**src/core/wdt_map.svh**
```systemverilog
// Purpose: register offsets, field positions, reset values and timing counts
// Assumes: included by the watchdog design files
// Notes:   byte addresses on the register bus
`ifndef WDT_MAP_SVH
`define WDT_MAP_SVH

`define WDT_CTRL_OFFSET      8'hC0
`define WDT_IRQ_STAT_OFFSET  8'hC4
`define WDT_IRQ_MASK_OFFSET  8'hC8
`define WDT_STATE_OFFSET     8'hCC
`define WDT_CTRL_RESET       8'h10
`define WDT_PRE_MSB          7
`define WDT_PRE_LSB          4
`define WDT_IRB_BIT          3
`define WDT_TOF_BIT          2
`define WDT_ENA_BIT          1
`define WDT_UNL_BIT          0
`define WDT_PRE_IMMEDIATE    4'h8
`define WDT_BASE_EXP         9
`define WDT_CORE_HZ          100000000
`define WDT_LF_HZ            32768
`define WDT_LF_DIV           (`WDT_CORE_HZ / `WDT_LF_HZ / 2)

`endif

```
**src/core/wdt_pkg.sv**
```systemverilog
// Purpose: shared types of the watchdog block
// Assumes: nothing
// Notes:   register contents travel as packed structs
package wdt_pkg;

    // layout of the control register, msb first
    typedef struct packed {
        logic [3:0] prescale;
        logic       irq_instead;
        logic       timeout_flag;
        logic       enable_kick;
        logic       write_unlock;
    } ctrl_t;

    // sticky event bits, same layout in status and mask
    typedef struct packed {
        logic       nmi_event;
        logic       reset_event;
    } events_t;

    // unlock tracker: idle, armed for exactly one following access
    typedef enum logic [1:0] {
        UNL_IDLE  = 2'b01,
        UNL_ARMED = 2'b10
    } unlock_state_t;

endpackage

```
**src/core/wdt_lf_tick.sv**
```systemverilog
// Purpose: low-frequency tick generator from the core clock
// Assumes: core clock at 100 MHz
// Notes:   emits one-cycle tick per low-frequency period
`timescale 1ns/10ps
`default_nettype none
`include "wdt_map.svh"

module wdt_lf_tick #(
    parameter int unsigned HALF_DIV = `WDT_LF_DIV
) (
    // clock and reset
    input  wire logic core_clk,
    input  wire logic reset_n,
    // tick out
    output logic      lf_tick
);

    logic [15:0] cnt_q;
    logic [15:0] cnt_d;
    logic        phase_q;
    logic        phase_d;
    logic        tick_q;
    logic        tick_d;

    // divide down; a tick once per full low-frequency period
    always_comb begin
        cnt_d   = cnt_q + 16'h0001;
        phase_d = phase_q;
        tick_d  = 1'b0;
        if (cnt_q >= 16'(HALF_DIV - 1)) begin
            cnt_d   = 16'h0000;
            phase_d = ~phase_q;
            tick_d  = phase_q;
        end
    end

    always_ff @(posedge core_clk) begin
        if (!reset_n) begin
            cnt_q   <= 16'h0000;
            phase_q <= 1'b0;
            tick_q  <= 1'b0;
        end else begin
            cnt_q   <= cnt_d;
            phase_q <= phase_d;
            tick_q  <= tick_d;
        end
    end

    assign lf_tick = tick_q;

endmodule
`default_nettype wire

```
**src/core/wdt_core.sv**
```systemverilog
// Purpose: watchdog supervisor with unlock-protected control register
// Assumes: AHB-Lite single word transfers, one slave, OKAY only
// Notes:   timeout counts low-frequency ticks, not core cycles
//
// Behaviour
// - enable clear means no watchdog action
// - missed kick before timeout gives reset/interrupt
// - counter clocked from 32 kHz low-frequency tick
// - timeout is 2^prescale times 2^9 ticks
// - prescale 8 immediate reset, above reserved
// - response bit selects interrupt over reset
// - interrupt ignores global enable, high priority
// - setting enable restarts counter from zero
// - enable cleared by write, reset, supply event
`timescale 1ns/10ps
`default_nettype none
`include "wdt_map.svh"

module wdt_core #(
    parameter int unsigned HALF_DIV  = `WDT_LF_DIV,
    parameter int unsigned CNT_WIDTH = 17
) (
    // clock and reset
    input  wire logic        core_clk,
    input  wire logic        reset_n,
    // system events
    input  wire logic        supply_monitor,
    input  wire logic        wdt_reset_seen,
    // ahb-lite slave
    input  wire logic        hsel,
    input  wire logic [7:0]  haddr,
    input  wire logic [1:0]  htrans,
    input  wire logic        hwrite,
    input  wire logic [2:0]  hsize,
    input  wire logic [31:0] hwdata,
    input  wire logic        hready,
    output logic [31:0]      hrdata,
    output logic             hreadyout,
    output logic             hresp,
    // watchdog outputs
    output logic             wdt_reset_req,
    output logic             wdt_nmi,
    output logic             irq
);

    wdt_pkg::ctrl_t         ctrl_q;
    wdt_pkg::ctrl_t         ctrl_d;
    wdt_pkg::unlock_state_t unl_q;
    wdt_pkg::unlock_state_t unl_d;
    wdt_pkg::events_t       stat_q;
    wdt_pkg::events_t       stat_d;
    wdt_pkg::events_t       mask_q;
    wdt_pkg::events_t       mask_d;
    logic [CNT_WIDTH-1:0]   cnt_q;
    logic [CNT_WIDTH-1:0]   cnt_d;
    logic [31:0]            rdata_q;
    logic [31:0]            rdata_d;
    logic                   rst_req_q;
    logic                   rst_req_d;
    logic                   nmi_q;
    logic                   nmi_d;
    logic                   irq_q;
    logic                   irq_d;
    logic                   aph_wr_q;
    logic                   aph_wr_d;
    logic                   aph_rd_q;
    logic                   aph_rd_d;
    logic [7:0]             aph_addr_q;
    logic [7:0]             aph_addr_d;
    logic                   lf_tick;
    logic                   timeout;
    logic                   ctrl_wr;
    logic [7:0]             wbyte;

    // lf tick from the divider
    wdt_lf_tick #(
        .HALF_DIV (HALF_DIV)
    ) u_tick (
        .core_clk (core_clk),
        .reset_n  (reset_n),
        .lf_tick  (lf_tick)
    );

    // timeout limit in ticks for a prescale code
    function automatic logic [CNT_WIDTH-1:0] limit_of(input logic [3:0] p);
        limit_of = CNT_WIDTH'(1) << (`WDT_BASE_EXP + p[2:0]);
    endfunction

    // decode of the accepted address phase, used in three places
    function automatic logic hit(input logic [7:0] a, input logic [7:0] off);
        hit = (a == off);
    endfunction

    assign wbyte   = hwdata[7:0];
    assign ctrl_wr = aph_wr_q && hit(aph_addr_q, `WDT_CTRL_OFFSET);

    // expiry: enabled, running and limit reached, or immediate code
    always_comb begin
        timeout = 1'b0;
        if (ctrl_q.enable_kick) begin
            if (ctrl_q.prescale == `WDT_PRE_IMMEDIATE) begin
                timeout = 1'b1;
            end else if (!ctrl_q.prescale[3]) begin
                timeout = lf_tick && (cnt_q + CNT_WIDTH'(1)
                          >= limit_of(ctrl_q.prescale));
            end
        end
    end

    // bus address phase capture; zero wait states
    always_comb begin
        aph_wr_d   = 1'b0;
        aph_rd_d   = 1'b0;
        aph_addr_d = aph_addr_q;
        if (hsel && hready && htrans[1]) begin
            aph_wr_d   = hwrite;
            aph_rd_d   = !hwrite;
            aph_addr_d = haddr;
        end
    end

    // unlock tracker: any data phase consumes the arm
    always_comb begin
        unl_d = unl_q;
        case (unl_q)
            wdt_pkg::UNL_IDLE: begin
                if (ctrl_wr && wbyte[`WDT_UNL_BIT]) begin
                    unl_d = wdt_pkg::UNL_ARMED;
                end
            end
            wdt_pkg::UNL_ARMED: begin
                if (aph_wr_q || aph_rd_q) begin
                    unl_d = wdt_pkg::UNL_IDLE;
                end
            end
            default: unl_d = wdt_pkg::UNL_IDLE;
        endcase
    end

    // control register, counter and event logic
    always_comb begin
        ctrl_d    = ctrl_q;
        cnt_d     = cnt_q;
        rst_req_d = 1'b0;
        nmi_d     = nmi_q;
        ctrl_d.write_unlock = (unl_d == wdt_pkg::UNL_ARMED);
        if (ctrl_q.enable_kick && lf_tick) begin
            cnt_d = cnt_q + CNT_WIDTH'(1);
        end
        // protected write: only right after the unlock
        if (ctrl_wr && unl_q == wdt_pkg::UNL_ARMED) begin
            ctrl_d.prescale    = wbyte[`WDT_PRE_MSB:`WDT_PRE_LSB];
            ctrl_d.irq_instead = wbyte[`WDT_IRB_BIT];
            ctrl_d.enable_kick = wbyte[`WDT_ENA_BIT];
            if (!wbyte[`WDT_TOF_BIT]) begin
                ctrl_d.timeout_flag = 1'b0;
            end
            if (wbyte[`WDT_ENA_BIT]) begin
                cnt_d = '0;
            end
        end
        if (!ctrl_d.enable_kick) begin
            cnt_d = '0;
        end
        if (timeout) begin
            ctrl_d.timeout_flag = 1'b1; // set beats clear
            cnt_d = '0;
            if (ctrl_q.irq_instead && !ctrl_q.prescale[3]) begin
                nmi_d = 1'b1;
            end else begin
                rst_req_d          = 1'b1;
                ctrl_d.enable_kick = 1'b0;
            end
        end
        if (supply_monitor) begin
            ctrl_d.enable_kick = 1'b0;
        end
        // kick acknowledges the pending interrupt; not gated by any enable
        if (ctrl_wr && unl_q == wdt_pkg::UNL_ARMED && !timeout) begin
            nmi_d = 1'b0;
        end
    end

    // sticky status, cleared by reading it; set wins
    always_comb begin
        stat_d = stat_q;
        mask_d = mask_q;
        if (aph_rd_q && hit(aph_addr_q, `WDT_IRQ_STAT_OFFSET)) begin
            stat_d = '0;
        end
        if (aph_wr_q && hit(aph_addr_q, `WDT_IRQ_MASK_OFFSET)) begin
            mask_d = wbyte[1:0];
        end
        if (rst_req_d) begin
            stat_d.reset_event = 1'b1;
        end
        if (nmi_d && !nmi_q) begin
            stat_d.nmi_event = 1'b1;
        end
        irq_d = |(stat_d & mask_d);
    end

    // read data registered for the data phase
    always_comb begin
        rdata_d = 32'h0000_0000;
        if (hsel && hready && htrans[1] && !hwrite) begin
            case (haddr)
                `WDT_CTRL_OFFSET:     rdata_d = {24'h000000, ctrl_d};
                `WDT_IRQ_STAT_OFFSET: rdata_d = {30'h0, stat_d};
                `WDT_IRQ_MASK_OFFSET: rdata_d = {30'h0, mask_d};
                `WDT_STATE_OFFSET:    rdata_d = {{(32-CNT_WIDTH){1'b0}},
                                                 cnt_d};
                default:              rdata_d = 32'h0000_0000;
            endcase
        end
    end

    // flag survives a watchdog-caused reset: a plain reset or a protected write of zero to it clears it
    always_ff @(posedge core_clk) begin
        if (!reset_n) begin
            ctrl_q <= wdt_pkg::ctrl_t'(`WDT_CTRL_RESET);
            if (wdt_reset_seen) begin
                ctrl_q.timeout_flag <= 1'b1;
            end
            cnt_q     <= '0;
            unl_q     <= wdt_pkg::UNL_IDLE;
            stat_q    <= '0;
            mask_q    <= '0;
            rst_req_q <= 1'b0;
            nmi_q     <= 1'b0;
            irq_q     <= 1'b0;
            rdata_q   <= 32'h0000_0000;
            aph_wr_q  <= 1'b0;
            aph_rd_q  <= 1'b0;
            aph_addr_q <= 8'h00;
        end else begin
            ctrl_q    <= ctrl_d;
            cnt_q     <= cnt_d;
            unl_q     <= unl_d;
            stat_q    <= stat_d;
            mask_q    <= mask_d;
            rst_req_q <= rst_req_d;
            nmi_q     <= nmi_d;
            irq_q     <= irq_d;
            rdata_q   <= rdata_d;
            aph_wr_q  <= aph_wr_d;
            aph_rd_q  <= aph_rd_d;
            aph_addr_q <= aph_addr_d;
        end
    end

    // outputs straight from flip-flops; hreadyout and hresp tied to constants
    assign hrdata        = rdata_q;
    assign hreadyout     = 1'b1;
    assign hresp         = 1'b0;
    assign wdt_reset_req = rst_req_q;
    assign wdt_nmi       = nmi_q;
    assign irq           = irq_q;

endmodule
`default_nettype wire

```
**config.mk**
```make
export PLATFORM = sky130hd
export DESIGN_NAME = wdt_core
export DESIGN_NICKNAME = d
export VERILOG_FILES = /design/src/core/wdt_pkg.sv /design/src/core/wdt_lf_tick.sv /design/src/core/wdt_core.sv
export VERILOG_INCLUDE_DIRS = /design/src /design/src/core
export SDC_FILE = /design/constraint.sdc
export NUM_CORES = 1
export LEC_CHECK = 0
export BUFFER_PORTS_ARGS = -buffer_cell sky130_fd_sc_hd__buf_4
export CAP_MARGIN = 15
export CORE_MARGIN = 4
export CORE_UTILIZATION = 54
export CTS_CLUSTER_DIAMETER = 60
export DETAILED_ROUTE_END_ITERATION = 16
export PLACE_DENSITY = 0.8
export SLEW_MARGIN = 30
export SYNTH_ARGS = -nofsm -noshare
export SYNTH_HDL_FRONTEND = slang
export SYNTH_SLANG_ARGS = --single-unit
```
**constraint.sdc**
```tcl
create_clock -name core_clk -period 4.2 [get_ports core_clk]
set_input_delay 1.05 -clock core_clk [delete_from_list [all_inputs] [get_ports core_clk]]
set_output_delay 1.05 -clock core_clk [all_outputs]
set_load 0.005 [all_outputs]
```
# Word-level counts from Yosys, hierarchy flattened
# Index checks and enable logic that the tools add are counted.
# classes
addsub	3
magnitude_cmp	2
n_eq_ne	11
shifts	1
mux	28
n_bitwise	3
reduce_logical	23
# ops
operator	n
2-to-1 mux 17 bit	5
one-hot mux 17 bit (4 select lines)	1
equality test 8 bit (second input constant)	7
adder 17 x 1 -> 17 bit (second input constant)	1
greater-or-equal comparator 17 bit	1
left shift 1 x 5 -> 17 bit (first input constant)	1
adder 16 x 1 -> 16 bit (second input constant)	1
greater-or-equal comparator 16 x 11 -> 1 bit (second input constant)	1
2-to-1 mux 1 bit	14
logical AND 1 bit	13
2-to-1 mux 2 bit	5
2-to-1 mux 7 bit	1
AND reduction 2 bit	3
adder 4 x 3 -> 5 bit (first input constant)	1
equality test 2 bit (second input constant)	2
equality test 4 bit (second input constant)	1
zero test 1 bit	4
one-hot mux 2 bit (2 select lines)	1
OR reduction 2 bit	2
2-to-1 mux 3 bit	1
AND 2 bit	1
equality test 2 x 1 -> 1 bit (second input constant)	1
inverter 1 bit	2
logical OR 1 bit	1
# totals
reg_bits	93
inputBits	52
out_inout_bits	37
wordCells	91

# Longest topological paths before layout
# Gate-level depths: netlist of run 1.
# depth
depth_word	14
ltp_mapped	17
ltp_nobuf	15

# Cells and area by module
# A second synthesis of run 1 with hierarchy kept.
# hier_totals
hier_cells	467
area_unflattened_um2	4020.1
# by_module_without_submodules
mod	n_inst	cells_each	area_per_inst_um2	seq_area_each_um2
wdt_core	1	404	3350.7	1201.2
wdt_lf_tick	1	63	669.4	360.3

# Least setup slack after synthesis of run 1
# Ideal clock, no wire load.
# synth_timing
path_type	reg-to-reg
startpoint	reg cnt_q[0]
endpoint	reg rdata_q[0], in the netlist hrdata[0]
setup_time_ns	0.122
t_arrival_ns	3.319
required_ns	4.078
setup_slack_ns	0.759
path_stages_with_launch	16
n_path_buf	1
period_less_slack_ns	3.441
path_cell_list	dfxtp_1 ha_1 nand3_1 or2_1 clkbuf_1 nor2_1 nand3_1 xnor2_1 ha_1 a211oi_1 nor2_1 o31ai_1 o311a_4 a221o_1 a211oi_2 o311a_1
# synth_between
elab_chain_len	9
word_cells_on_any_way	14
classes_between	1 x add/sub; 1 x order compare; 11 x mux; 1 x reduce/logical
# synth_lines
item	line	source
start, declared	wdt_core.sv:54	logic [CNT_WIDTH-1:0] cnt_q;
start signal, assigned	wdt_core.sv:238	cnt_q <= cnt_d;
adder 17 x 1 -> 17 bit	wdt_core.sv:104, wdt_core.sv:148	
greater-or-equal comparator 17 bit	wdt_core.sv:105	>= limit_of(ctrl_q.prescale));
logical AND 1 bit	wdt_core.sv:104	timeout = lf_tick && (cnt_q + CNT_WIDTH'(1)
2-to-1 mux 1 bit	wdt_core.sv:103	end else if (!ctrl_q.prescale[3]) begin
2-to-1 mux 1 bit	wdt_core.sv:101	if (ctrl_q.prescale == `WDT_PRE_IMMEDIATE) begin
2-to-1 mux 1 bit	wdt_core.sv:100	if (ctrl_q.enable_kick) begin
2-to-1 mux 1 bit	wdt_core.sv:165	if (timeout) begin
2-to-1 mux 1 bit	wdt_core.sv:194	if (rst_req_d) begin
one-hot mux 17 bit (4 select lines) (*)	wdt_core.sv:207	case (haddr)
end signal, assigned	wdt_core.sv:245	rdata_q <= rdata_d;
end, declared	wdt_core.sv:56	logic [31:0] rdata_q;
# Mark *: on every way between the ends. The rest lies on a longest branch, timed or not.
# A chain may end at the register's enable or synchronous reset.

# Worst setup path after layout of run 1
# layout_timing
startpoint	reg cnt_q[0]
endpoint	reg rdata_q[5], in the netlist hrdata[5]
# layout_between
elab_chain_len	8
word_cells_on_any_way	12
classes_between	1 x add/sub; 1 x order compare; 9 x mux; 1 x reduce/logical
# layout_lines
item	line
adder 17 x 1 -> 17 bit (*)	wdt_core.sv:104, wdt_core.sv:148
greater-or-equal comparator 17 bit	wdt_core.sv:105
logical AND 1 bit	wdt_core.sv:104
2-to-1 mux 1 bit	wdt_core.sv:103
2-to-1 mux 1 bit	wdt_core.sv:101
2-to-1 mux 1 bit	wdt_core.sv:100
2-to-1 mux 17 bit (*)	wdt_core.sv:165
one-hot mux 17 bit (4 select lines) (*)	wdt_core.sv:207
# Marks and branches as above.

==> summary.txt, run 1 <==
Vias in the first global route: 3298
Max Cap Viol: 0
Most frequent cells in the layout: 78 x dfxtp_1, 59 x nand2_1, 54 x nor2_1, 49 x buf_4, 28 x conb_1
Synth Cell Area: 0.00400 sq mm
Final hold violations: 0
Relative slew slack: 55.5%
Largest family of logic cells by synthesized area: simple AND/OR/NAND/NOR gates
Leakage Power: 1.88 nW
Peak VDD IR: 368 uV
Clock network power share: 45.0%
Chip Height: 94.0 um
Core area: 0.00721 sq mm
Crit path max-delay family: simple AND/OR/NAND/NOR gates
Wirelength per Cell: 14.3 um
Syn Inst Count: 464
Area growth from synthesis to final layout: 15.6%
Die X: 94.0 um
Design Power: 1.49 mW
Layout cell share with drive strength beyond 1: 15.7%
WHS Endpoint: aph_addr_q[5]
Area of the die: 0.00884 sq mm
Inserted Clock Buffers: 9
Net Sw Power: 0.308 mW
Via Count: 3387
Net count of the finished layout: 592
Synth warn: 0
Diode count: 0
CP max-delay cell: or3b_2
Number of I/O port buffers: 43
Flop pwr share: 50.6%
Std-Cell Rows: 31
Critical path type: reg -> reg
Initial antenna violation count: 0
Sink Count: 78
Grt total ovfl: 0
Status: complete, no violations
Root buf cell: clkbuf_8
Final setup violation count: 0
Post-DP HPWL: 6.48 mm
Fraction of the mapped netlist area in simple logic gates: 25.3%
FILL cells: 633
WHS Path Cells: 2
Largest net degree at the start of global routing: 26
Sw frac: 20.6%
Final ANT Viol Nets: 0
DR iter-0 viols: 180
Synth Area per Inst: 8.61 sq um
R2r endpoint: hrdata[5]
Worst endpoint required time: 4.48 ns
Hold Crit Start: aph_addr_q[5]
Sequential area share after synthesis: 39.1%
CP Max Fanout: 13
Synth Area in Compound Gates: 11.4%
Cell mode on critical path: nor2_1
Number of cells on the worst reg-to-reg path: 15
I/O Pins: 89
Total Neg Setup Slack: 0 ns
Yosys cell types: 58
Setup bufs post-CTS: 0
GP Congestion: 0.842
Mux cell area share after synthesis: 3.01%
RSZ-0062 raised after global routing: no
Pre-antenna DRT Iters: 5
HP Class: reg -> reg
Most used DFF post-synth: dfxtp_1
Combinational group share of total power: 4.4%
Yosys reg bits: 78
CP max stage delay: 0.49 ns
CTS tree: yes
CTS hold repair buffers: 0
Starting Density: 55.4%
Nature of the critical path endpoint: flop
Buf+Inv Stages, Crit Path: 0
EDFF count, synth: 0
Critical Path AT: 4.16 ns
CTS H-tree depth: 3
Async set or reset register ratio after synthesis: 0%
DRC: 0
Final min period: 3.88 ns
R2R setup slack: 0.32 ns
Total power divided by cell area: 323 mW/mm^2
Layout Skew: 0.00988 ns
Vias per cell: 5.46
Clock Latency Late Sink: 0.35 ns
Post-Synth XOR/XNOR Area: 7.23%
Most common cell after layout, fill and taps aside: dfxtp_1
Worst Setup Start Kind: flop
CTS clk-pin slew, worst paths: 0.08 ns
Post-synthesis adder-cell area fraction: 7.20%
Critical Path, Cell by Cell: ha_1, nand3_1, or2_1, nor2_1, nand2_1, nor2_1, xor2_1, ha_1, a21oi_1, nor2_1, a211oi_1, o311a_4, o21ai_4, or3b_2, a21oi_1
Gr usage total: 21.0%
Fmax: 258 MHz
Worst slew pin tran: 0.666 ns
Resize count post-CTS: 0
Internal cell power: 1.18 mW
Total Wirelength: 8.86 mm
Worst r2r src: cnt_q[0]
First-pass GRT wire length: 14.8 mm
Period Utilization, post-route: 92.4%
Buffer levels on the longest clock path: 2
Slew Limit Fails: 0
==> metal layers <==
layer  vias up  GRT usage (%)  share of wire [%]
met1      1612           23.3                 42
li1       1668              -                  -
met3        16           3.85                4.9
met5         -              0                  0
met4         0           8.78                2.0
met2        91           38.7                 51
==> cells by family (layout without fill, tap and decap cells) <==
| family | count (synthesis) | after routing |
|---|---|---|
| AND/OR/NAND/NOR | 206 | 206 |
| flip-flops | 78 | 78 |
| AO/OA/AOI/OAI | 62 | 63 |
| buffers and inverters | 48 | 78 |
| XOR/XNOR | 33 | 33 |
| adder cells (fa/ha/maj) | 23 | 23 |
| multiplexers | 12 | 12 |
| other | 2 | 28 |
==> metrics by stage <==
stage          util (%)  setup WS (ns)  instances  area [sq um]  hold slack [ns]
2_1_floorplan         -          0.759        490          4090            0.430
3_3_place_gp       60.3          0.396        601          4350            0.442
3_5_place_dp       60.3          0.293        601          4350            0.449
4_1_cts            63.6          0.281        616          4590            0.460
5_1_grt            64.0        0.00902        620          4620            0.492
6_report           64.0          0.319        620          4620            0.457
==> synth_stat cells (all sizes together), types with 3 or more instances <==
library cell | number | area, sq um
nor4 | 3 | 18.8
nand2 | 59 | 221
mux2i | 12 | 120
a211oi | 6 | 50.1
nand4 | 7 | 43.8
nor2 | 54 | 203
and3 | 11 | 73.8
xor2 | 14 | 123
xnor2 | 19 | 166
or3 | 4 | 25.0
ha | 23 | 288
a31oi | 5 | 31.3
clkbuf | 10 | 37.5
and2 | 5 | 31.3
buf | 24 | 175
nor3 | 25 | 141
a21oi | 20 | 100
a2111oi | 3 | 38.8
inv | 14 | 52.6
o21ai | 10 | 61.3
dfxtp | 78 | 1560
o32a | 3 | 30.0
or2 | 6 | 37.5
nor2b | 5 | 31.3
nand3 | 20 | 123
==> worst min-delay path: stages, from the launching register on <==
cell and delay [ns]:
dfxtp_1 0.31, nand2_1 0.05, a21oi_1 0.05
==> flip-flops by register name, indices dropped and copies added, names as in the netlist, 2 cells and up <==
| name | count |
|---|---|
| aph_addr_q | 8 |
| cnt_q | 17 |
| ctrl_q | 7 |
| hrdata | 17 |
| mask_q | 2 |
| stat_q | 2 |
| u_tick.cnt_q | 16 |
| unl_q | 2 |
==> power by group through the flow <==
stage	Combinational, mW	Sequential (mW)	Clock, mW
floorplan	0.0493	0.769	0
global placement	0.0621	0.771	0
detailed placement	0.0639	0.772	0
CTS	0.0643	0.755	0.676
global route	0.0741	0.756	0.708
finish	0.0659	0.755	0.671
==> final cells by class <==
class | instances | area (sq um) | area share [%]
Clock buffer | 11 | 141 | 3.06
Inverter | 14 | 52.6 | 1.14
Clock inverter | 4 | 95.1 | 2.06
Sequential cell | 78 | 1560 | 33.8
Multi-Input combinational cell | 365 | 2280 | 49.3
Timing Repair Buffer | 49 | 368 | 7.97
Tap cell | 99 | 124 | 2.68
==> worst max-delay path by stage <==
| stage | start | end | slack (ns) | depth (start not counted) |
|---|---|---|---|---|
| after floorplan | cnt_q[0] | hrdata[0] | 0.76 | 15 |
| after global placement | cnt_q[0] | hrdata[0] | 0.40 | 15 |
| after detailed placement | cnt_q[0] | hrdata[1] | 0.29 | 15 |
| after CTS | cnt_q[0] | hrdata[1] | 0.28 | 15 |
| after global routing | cnt_q[0] | hrdata[0] | 0.009 | 15 |
| final | cnt_q[0] | hrdata[5] | 0.32 | 15 |
Note: power is estimated with default switching activity, not from simulation.
==> run 2, diff against run 1 <==
--- a/config.mk
+++ b/config.mk
@@ -12,7 +12,7 @@
 export CORE_UTILIZATION = 54
 export CTS_CLUSTER_DIAMETER = 60
 export DETAILED_ROUTE_END_ITERATION = 16
-export PLACE_DENSITY = 0.8
+export PLACE_DENSITY = 0.87
 export SLEW_MARGIN = 30
 export SYNTH_ARGS = -nofsm -noshare
 export SYNTH_HDL_FRONTEND = slang
==> run 2 against run 1 <==
Count of clock-buffer cells in the layout decreased by 2. Sequential share of layout area increased by 0.092 points. Design area decreased by 0.27%. Hold slack improved by 0.0037 ns. Via count about the same. Routed wire length decreased by 1.7%. Combinational power increased by 0.6%. Die area unchanged. Utilization decreased by 0.17 points. Critical path type unchanged. Largest cell class unchanged. Largest power group unchanged.
==> summary.txt, run 2 (synthesis gave the netlist of run 1 again) <==
Status: complete, no violations
Flop pwr share: 50.1% (-0.5 points)
CTS hold repair buffers: 0 (unchanged)
Leakage Power: 1.88 nW (-0.18%)
CTS tree: yes
CP max-delay cell: o21ai_4
Grt total ovfl: 0 (unchanged)
Vias per cell: 5.48 (+0.35%)
Clock network power share: 45.5% (+0.5 points)
Via Count: 3388 (+0.030%)
Clock Latency Late Sink: 0.35 ns (about the same)
Final hold violations: 0 (unchanged)
Initial antenna violation count: 0 (unchanged)
Combinational group share of total power: 4.4% (about the same)
Worst r2r src: cnt_q[0]
Diode count: 0 (unchanged)
Final WS setup: 0.276 ns (-0.0438 ns)
Wirelength per Cell: 14.1 um (-1.3%)
GP Congestion: 0.905 (+7.5%)
Starting Density: 55.4% (unchanged)
Metal3 WL: 563 um (+31%)
Net Sw Power: 0.332 mW (+7.9%)
Die X: 94.0 um (unchanged)
Period Utilization, post-route: 93.4% (+1.0 points)
DRC: 0 (unchanged)
Worst endpoint required time: 4.45 ns (-0.03 ns)
Most common cell after layout, fill and taps aside: dfxtp_1
WHS Endpoint: aph_addr_q[7]
Area growth from synthesis to final layout: 15.2%
Max Cap Viol: 0 (unchanged)
Buffer levels on the longest clock path: 2 (unchanged)
Relative slew slack: 57.7% (+2.2 points)
R2R setup slack: 0.28 ns (-0.04 ns)
Worst slack, placed: 0.291 ns (-0.00210 ns)
Number of cells on the worst reg-to-reg path: 15 (unchanged)
Final core occ: 63.8% (-0.17 points)
Critical path type: reg -> reg
Worst slew pin tran: 0.632 ns (-0.0341 ns)
Net count of the finished layout: 589 (-0.51%)
Layout cell share with drive strength beyond 1: 15.8% (+0.061 points)
CTS H-tree depth: 3 (unchanged)
Peak VDD IR: 266 uV (-28%)
WHS Path Cells: 2 (unchanged)
Critical Path Source: cnt_q[0]
Layout Skew: 0.00817 ns (-0.00171 ns)
CP max stage delay: 0.54 ns (+0.05 ns)
DR iter-0 viols: 172 (-4.4%)
Largest net degree at the start of global routing: 26 (unchanged)
Setup bufs post-CTS: 0 (unchanged)
Design Power: 1.51 mW (+0.98%)
Critical Path AT: 4.17 ns (about the same)
Final ANT Viol Nets: 0 (unchanged)
CTS clk-pin slew, worst paths: 0.08 ns (about the same)
Buf+Inv Stages, Crit Path: 0 (unchanged)
Total Neg Setup Slack: 0 ns (unchanged)
Sink Count: 78 (unchanged)
R2r endpoint: hrdata[0]
Pre-antenna DRT Iters: 5 (unchanged)
Most frequent cells in the layout: 78 x dfxtp_1, 59 x nand2_1, 53 x nor2_1, 47 x buf_4, 28 x conb_1
Nature of the critical path endpoint: flop
CP Max Fanout: 25 (+12)
Slew Limit Fails: 0 (unchanged)
RSZ-0062 raised after global routing: no
Top sig layer: met4
Gr usage total: 20.7% (-0.23 points)
Crit path max-delay family: simple AND/OR/NAND/NOR gates
Total Wirelength: 8.72 mm (-1.7%)
I/O Pins: 89 (unchanged)
Routed met1 length: 3.59 mm (-4.2%)
First-pass GRT wire length: 14.6 mm (-1.2%)
Met2 Wirelength: 4.41 mm (-2.1%)
Final min period: 3.92 ns (+0.0438 ns)
Post-DP HPWL: 6.58 mm (+1.5%)
Worst Setup Start Kind: flop
Total power divided by cell area: 327 mW/mm^2 (+1.3%)
FILL cells: 607 (-4.1%)
Critical Path, Cell by Cell: ha_1, nand3_1, or2_1, nor2_2, nand2_1, nor2_1, xor2_1, ha_1, nand4_1, nor4_1, o31ai_1, o311a_4, o21ai_4, nor3_2, o311a_1
Final setup violation count: 0 (unchanged)
Std-Cell Rows: 31 (unchanged)
Area of the die: 0.00884 sq mm (unchanged)
Inserted Clock Buffers: 9 (unchanged)
Vias in the first global route: 3262 (-1.1%)
Internal cell power: 1.17 mW (-0.81%)
Cell mode on critical path: ha_1
Hold Crit Start: aph_addr_q[7]
Root buf cell: clkbuf_8
Sw frac: 22.0% (+1.4 points)
Fmax: 255 MHz (-1.1%)
Core area: 0.00721 sq mm (unchanged)
Number of I/O port buffers: 43 (unchanged)
HP Class: reg -> reg
Chip Height: 94.0 um (unchanged)
==> run 2: worst min-delay path, stage by stage (launching register included) <==
cell	delay, ns
dfxtp_1	0.32
nand2_1	0.05
a21oi_1	0.05
==> run 2: power by group through the flow <==
stage          logic, mW  registers [mW]  clock network, mW
6_report          0.0663           0.755              0.685
5_1_grt           0.0735           0.756              0.725
4_1_cts           0.0648           0.755              0.689
3_5_place_dp      0.0641           0.772                  0
3_3_place_gp      0.0617           0.771                  0
2_1_floorplan     0.0493           0.769                  0
==> run 2: stage by stage <==
| step | cell area [sq um] | hold slack [ns] | instances |
|---|---|---|---|
| after CTS | 4600 | 0.459 | 618 |
| after detailed placement | 4360 | 0.448 | 602 |
| after floorplan | 4090 | 0.430 | 490 |
| after global placement | 4360 | 0.442 | 602 |
| after global routing | 4610 | 0.485 | 618 |
| final | 4610 | 0.461 | 618 |
==> run 2: repair_timing <==
| item | CTS | global route |
|---|---|---|
| hold endpoints to repair | 0 | 0 |
| endpoints found under the setup margin | 0 | 12 |
| resized for setup | 0 | 1 |
==> run 2: per-layer routing <==
metal  GRT usage [%]  vias to the layer above
li1                -                     1661
met3            5.05                       18
met1            24.2                     1596
met2            36.7                      113
met4            7.34                        0
met5               0                        -
==> run 2: worst max path at each step <==
stage | endpoint | slack, ns | cells after the start
after floorplan | hrdata[0] | 0.76 | 15
after global placement | hrdata[0] | 0.39 | 15
after detailed placement | hrdata[5] | 0.29 | 15
after CTS | hrdata[5] | 0.25 | 15
after global routing | hrdata[5] | 0.002 | 15
final | hrdata[0] | 0.28 | 15
==> run 2: final cells by class <==
| class | count | area [sq um] | share of cell area [%] |
|---|---|---|---|
| well taps | 99 | 124 | 2.69 |
| repair buffers | 47 | 353 | 7.66 |
| multi-input cells | 364 | 2270 | 49.3 |
| clock buffers | 9 | 124 | 2.69 |
| clock inverters | 7 | 121 | 2.64 |
| flip-flops and latches | 78 | 1560 | 33.9 |
| inverters | 14 | 52.6 | 1.14 |
==> run 3, diff against run 2 <==
--- a/config.mk
+++ b/config.mk
@@ -11,9 +11,11 @@
 export CORE_MARGIN = 4
 export CORE_UTILIZATION = 54
 export CTS_CLUSTER_DIAMETER = 60
+export CTS_CLUSTER_SIZE = 30
 export DETAILED_ROUTE_END_ITERATION = 16
 export PLACE_DENSITY = 0.87
 export SLEW_MARGIN = 30
 export SYNTH_ARGS = -nofsm -noshare
 export SYNTH_HDL_FRONTEND = slang
+export SYNTH_HIERARCHICAL = 1
 export SYNTH_SLANG_ARGS = --single-unit
==> run 3 against run 2 <==
Die area up 0.54%. Fmax up 3.1%. Sequential cell count unchanged. Synthesized cell count up 0.65%. Total power down 14%. Area after synthesis up 0.59%. Non-clock buffer count down 1. Worst setup slack better by 0.12 ns. Highest routed layer unchanged. Count of clock-buffer cells in the layout up 1. Hold slack worse by 0.0071 ns. Clock power down 30%.
==> summary.txt, run 3 <==
Status: complete, no violations
Slew Limit Fails: 0 (unchanged)
Yosys cell types: 62 (+6.9%)
Cell mode on critical path: ha_1
GP Congestion: 0.910 (+0.54%)
Crit path max-delay family: compound AO/OA/AOI/OAI gates
Area growth from synthesis to final layout: 13.6%
Critical path type: reg -> reg
Via Count: 3385 (-0.089%)
CTS tree: yes
Final min period: 3.81 ns (-0.117 ns)
Area of the die: 0.00889 sq mm (+0.54%)
DR iter-0 viols: 200 (+16%)
Inserted Clock Buffers: 9 (unchanged)
FILL cells: 581 (-4.3%)
Vias per cell: 5.44 (-0.73%)
Worst endpoint required time: 4.46 ns (about the same)
Initial antenna violation count: 0 (unchanged)
I/O Pins: 89 (unchanged)
Most frequent cell after synthesis: dfxtp_1
CTS H-tree depth: 3 (unchanged)
Final core occ: 62.9% (-0.89 points)
Wirelength per Cell: 14.1 um (-0.18%)
Core area: 0.00725 sq mm (+0.54%)
Synth Area per Inst: 8.61 sq um (about the same)
Std-Cell Rows: 31 (unchanged)
CP Max Fanout: 8 (-68%)
Layout Skew: 0.0149 ns (+0.00675 ns)
Setup bufs post-CTS: 0 (unchanged)
Fmax: 263 MHz (+3.1%)
Final setup violation count: 0 (unchanged)
Syn Inst Count: 467 (+0.65%)
Layout cell share with drive strength beyond 1: 14.9% (-0.89 points)
Commonest cells post-synth: 78 x dfxtp_1, 59 x nor2_1, 49 x nand2_1
Synth warn: 6 (+6)
Sink Count: 78 (unchanged)
Final hold violations: 0 (unchanged)
Largest net degree at the start of global routing: 25 (-3.8%)
Number of I/O port buffers: 43 (unchanged)
Nature of the critical path endpoint: flop
Relative slew slack: 45.8% (-12 points)
Chip Height: 94.3 um (+0.27%)
Gr usage total: 20.7% (-0.032 points)
Leading area contributor after synthesis: dfxtp_1
CP max stage delay: 0.51 ns (-0.03 ns)
Clock Latency Late Sink: 0.35 ns (about the same)
Total Neg Setup Slack: 0 ns (unchanged)
Vias in the first global route: 3216 (-1.4%)
Total Wirelength: 8.76 mm (+0.47%)
Most used DFF post-synth: dfxtp_1
Most common cell after layout, fill and taps aside: dfxtp_1
Final WS setup: 0.392 ns (+0.117 ns)
Max Cap Viol: 0 (unchanged)
Pre-antenna DRT Iters: 5 (unchanged)
Grt total ovfl: 0 (unchanged)
EDFF count, synth: 0 (unchanged)
Async set or reset register ratio after synthesis: 0% (unchanged)
Starting Density: 55.4% (about the same)
Most frequent cells in the layout: 78 x dfxtp_1, 59 x nor2_1, 49 x nand2_1, 46 x buf_4, 28 x conb_1
Net count of the finished layout: 593 (+0.68%)
Worst Setup Start Kind: flop
Total power divided by cell area: 285 mW/mm^2 (-13%)
First-pass GRT wire length: 14.5 mm (-0.61%)
Sequential area share after synthesis: 38.8% (-0.23 points)
HP Class: reg -> reg
Die X: 94.3 um (+0.27%)
Critical Path AT: 4.07 ns (-0.10 ns)
Root buf cell: clkbuf_8
CTS hold repair buffers: 0 (unchanged)
Diode count: 0 (unchanged)
Critical Path, Cell by Cell: ha_1, nand3_1, nor3_2, buf_4, xor2_1, ha_1, nand4_1, nor3_1, a2111oi_0, o311ai_1, o21ba_2, a2111o_1, a31oi_1
Leakage Power: 1.96 nW (+4.6%)
Resize count post-CTS: 0 (unchanged)
CP max-delay cell: a2111oi_0
Yosys reg bits: 78 (unchanged)
Worst slew pin tran: 0.813 ns (+0.180 ns)
Buffer levels on the longest clock path: 2 (unchanged)
Worst slack, placed: 0.436 ns (+0.145 ns)
Peak VDD IR: 386 uV (+45%)
RSZ-0062 raised after global routing: no
Yosys top cell area share: 38.8% (-0.23 points)
CTS clk-pin slew, worst paths: 0.08 ns (about the same)
Period Utilization, post-route: 90.7% (-2.8 points)
DRC: 0 (unchanged)
Buf+Inv Stages, Crit Path: 1 (+1)
Synth Cell Area: 0.00402 sq mm (+0.59%)
Top cells by area, synth: dfxtp_1 39%, ha_1 7.2%, nor2_1 5.5%, nand2_1 4.6%, mux2i_1 3.2%
Final ANT Viol Nets: 0 (unchanged)
Post-DP HPWL: 6.51 mm (-1.0%)
-- run 3: worst paths after layout --
| path | slack (ns) | to | depth (start not counted) | from |
|---|---|---|---|---|
| max | 0.39 | hrdata[1] | 13 | cnt_q[0] |
| min reg2reg | 0.45 | aph_addr_q[6] | 2 | aph_addr_q[6] |
| max reg2reg | 0.39 | hrdata[1] | 13 | cnt_q[0] |
| min | 0.45 | aph_addr_q[6] | 2 | aph_addr_q[6] |
-- run 3: worst min-delay path: stages, from the launching register on --
cell	delay [ns]
dfxtp_1	0.31
nand2_1	0.05
a21oi_1	0.05
-- run 3: kinds of logic (layout without fill, tap and decap cells) --
| family | after synthesis | in the layout | synth area share [%] |
|---|---|---|---|
| XOR/XNOR | 27 | 27 | 5.88 |
| AO/OA/AOI/OAI | 71 | 71 | 12.0 |
| flip-flops | 78 | 78 | 38.8 |
| adder cells (fa/ha/maj) | 23 | 23 | 7.16 |
| AND/OR/NAND/NOR | 203 | 203 | 26.2 |
| other | 3 | 28 | 0.280 |
| buffers and inverters | 48 | 79 | 6.16 |
| multiplexers | 14 | 14 | 3.52 |
-- run 3: report_power, final --
| part | leakage (nW) | total, mW | switching (mW) | internal [mW] |
|---|---|---|---|---|
| Combinational | 1.25 | 0.0640 | 0.0361 | 0.0280 |
| Clock | 0.0820 | 0.481 | 0.268 | 0.212 |
| Sequential | 0.632 | 0.757 | 0.00887 | 0.748 |
| Total | 1.96 | 1.30 | 0.313 | 0.988 |
-- run 3: per-layer routing --
metal  vias up  track usage (%)  share of wire (%)
met5         -                0                  0
met4         0             7.58                1.5
met3        11             4.97                5.8
met2       109             36.4                 52
met1      1572             24.3                 41
li1       1693                -                  -
-- run 3: through the flow --
step                      hold slack [ns]  instances  total power [mW]  instance area (sq um)
final                               0.454        622              1.30                   4570
after CTS                           0.456        622              1.31                   4570
after global placement              0.437        606             0.834                   4400
after floorplan                     0.427        492             0.819                   4110
after detailed placement            0.445        606             0.836                   4400
after global routing                0.485        622              1.35                   4570
-- run 3: layout make-up --
class	instances	area [sq um]	share of cell area [%]
clock buffers	10	128	2.80
clock inverters	6	38.8	0.850
inverters	17	63.8	1.40
multi-input cells	366	2300	50.5
flip-flops and latches	78	1560	34.2
well taps	99	124	2.71
repair buffers	46	345	7.56
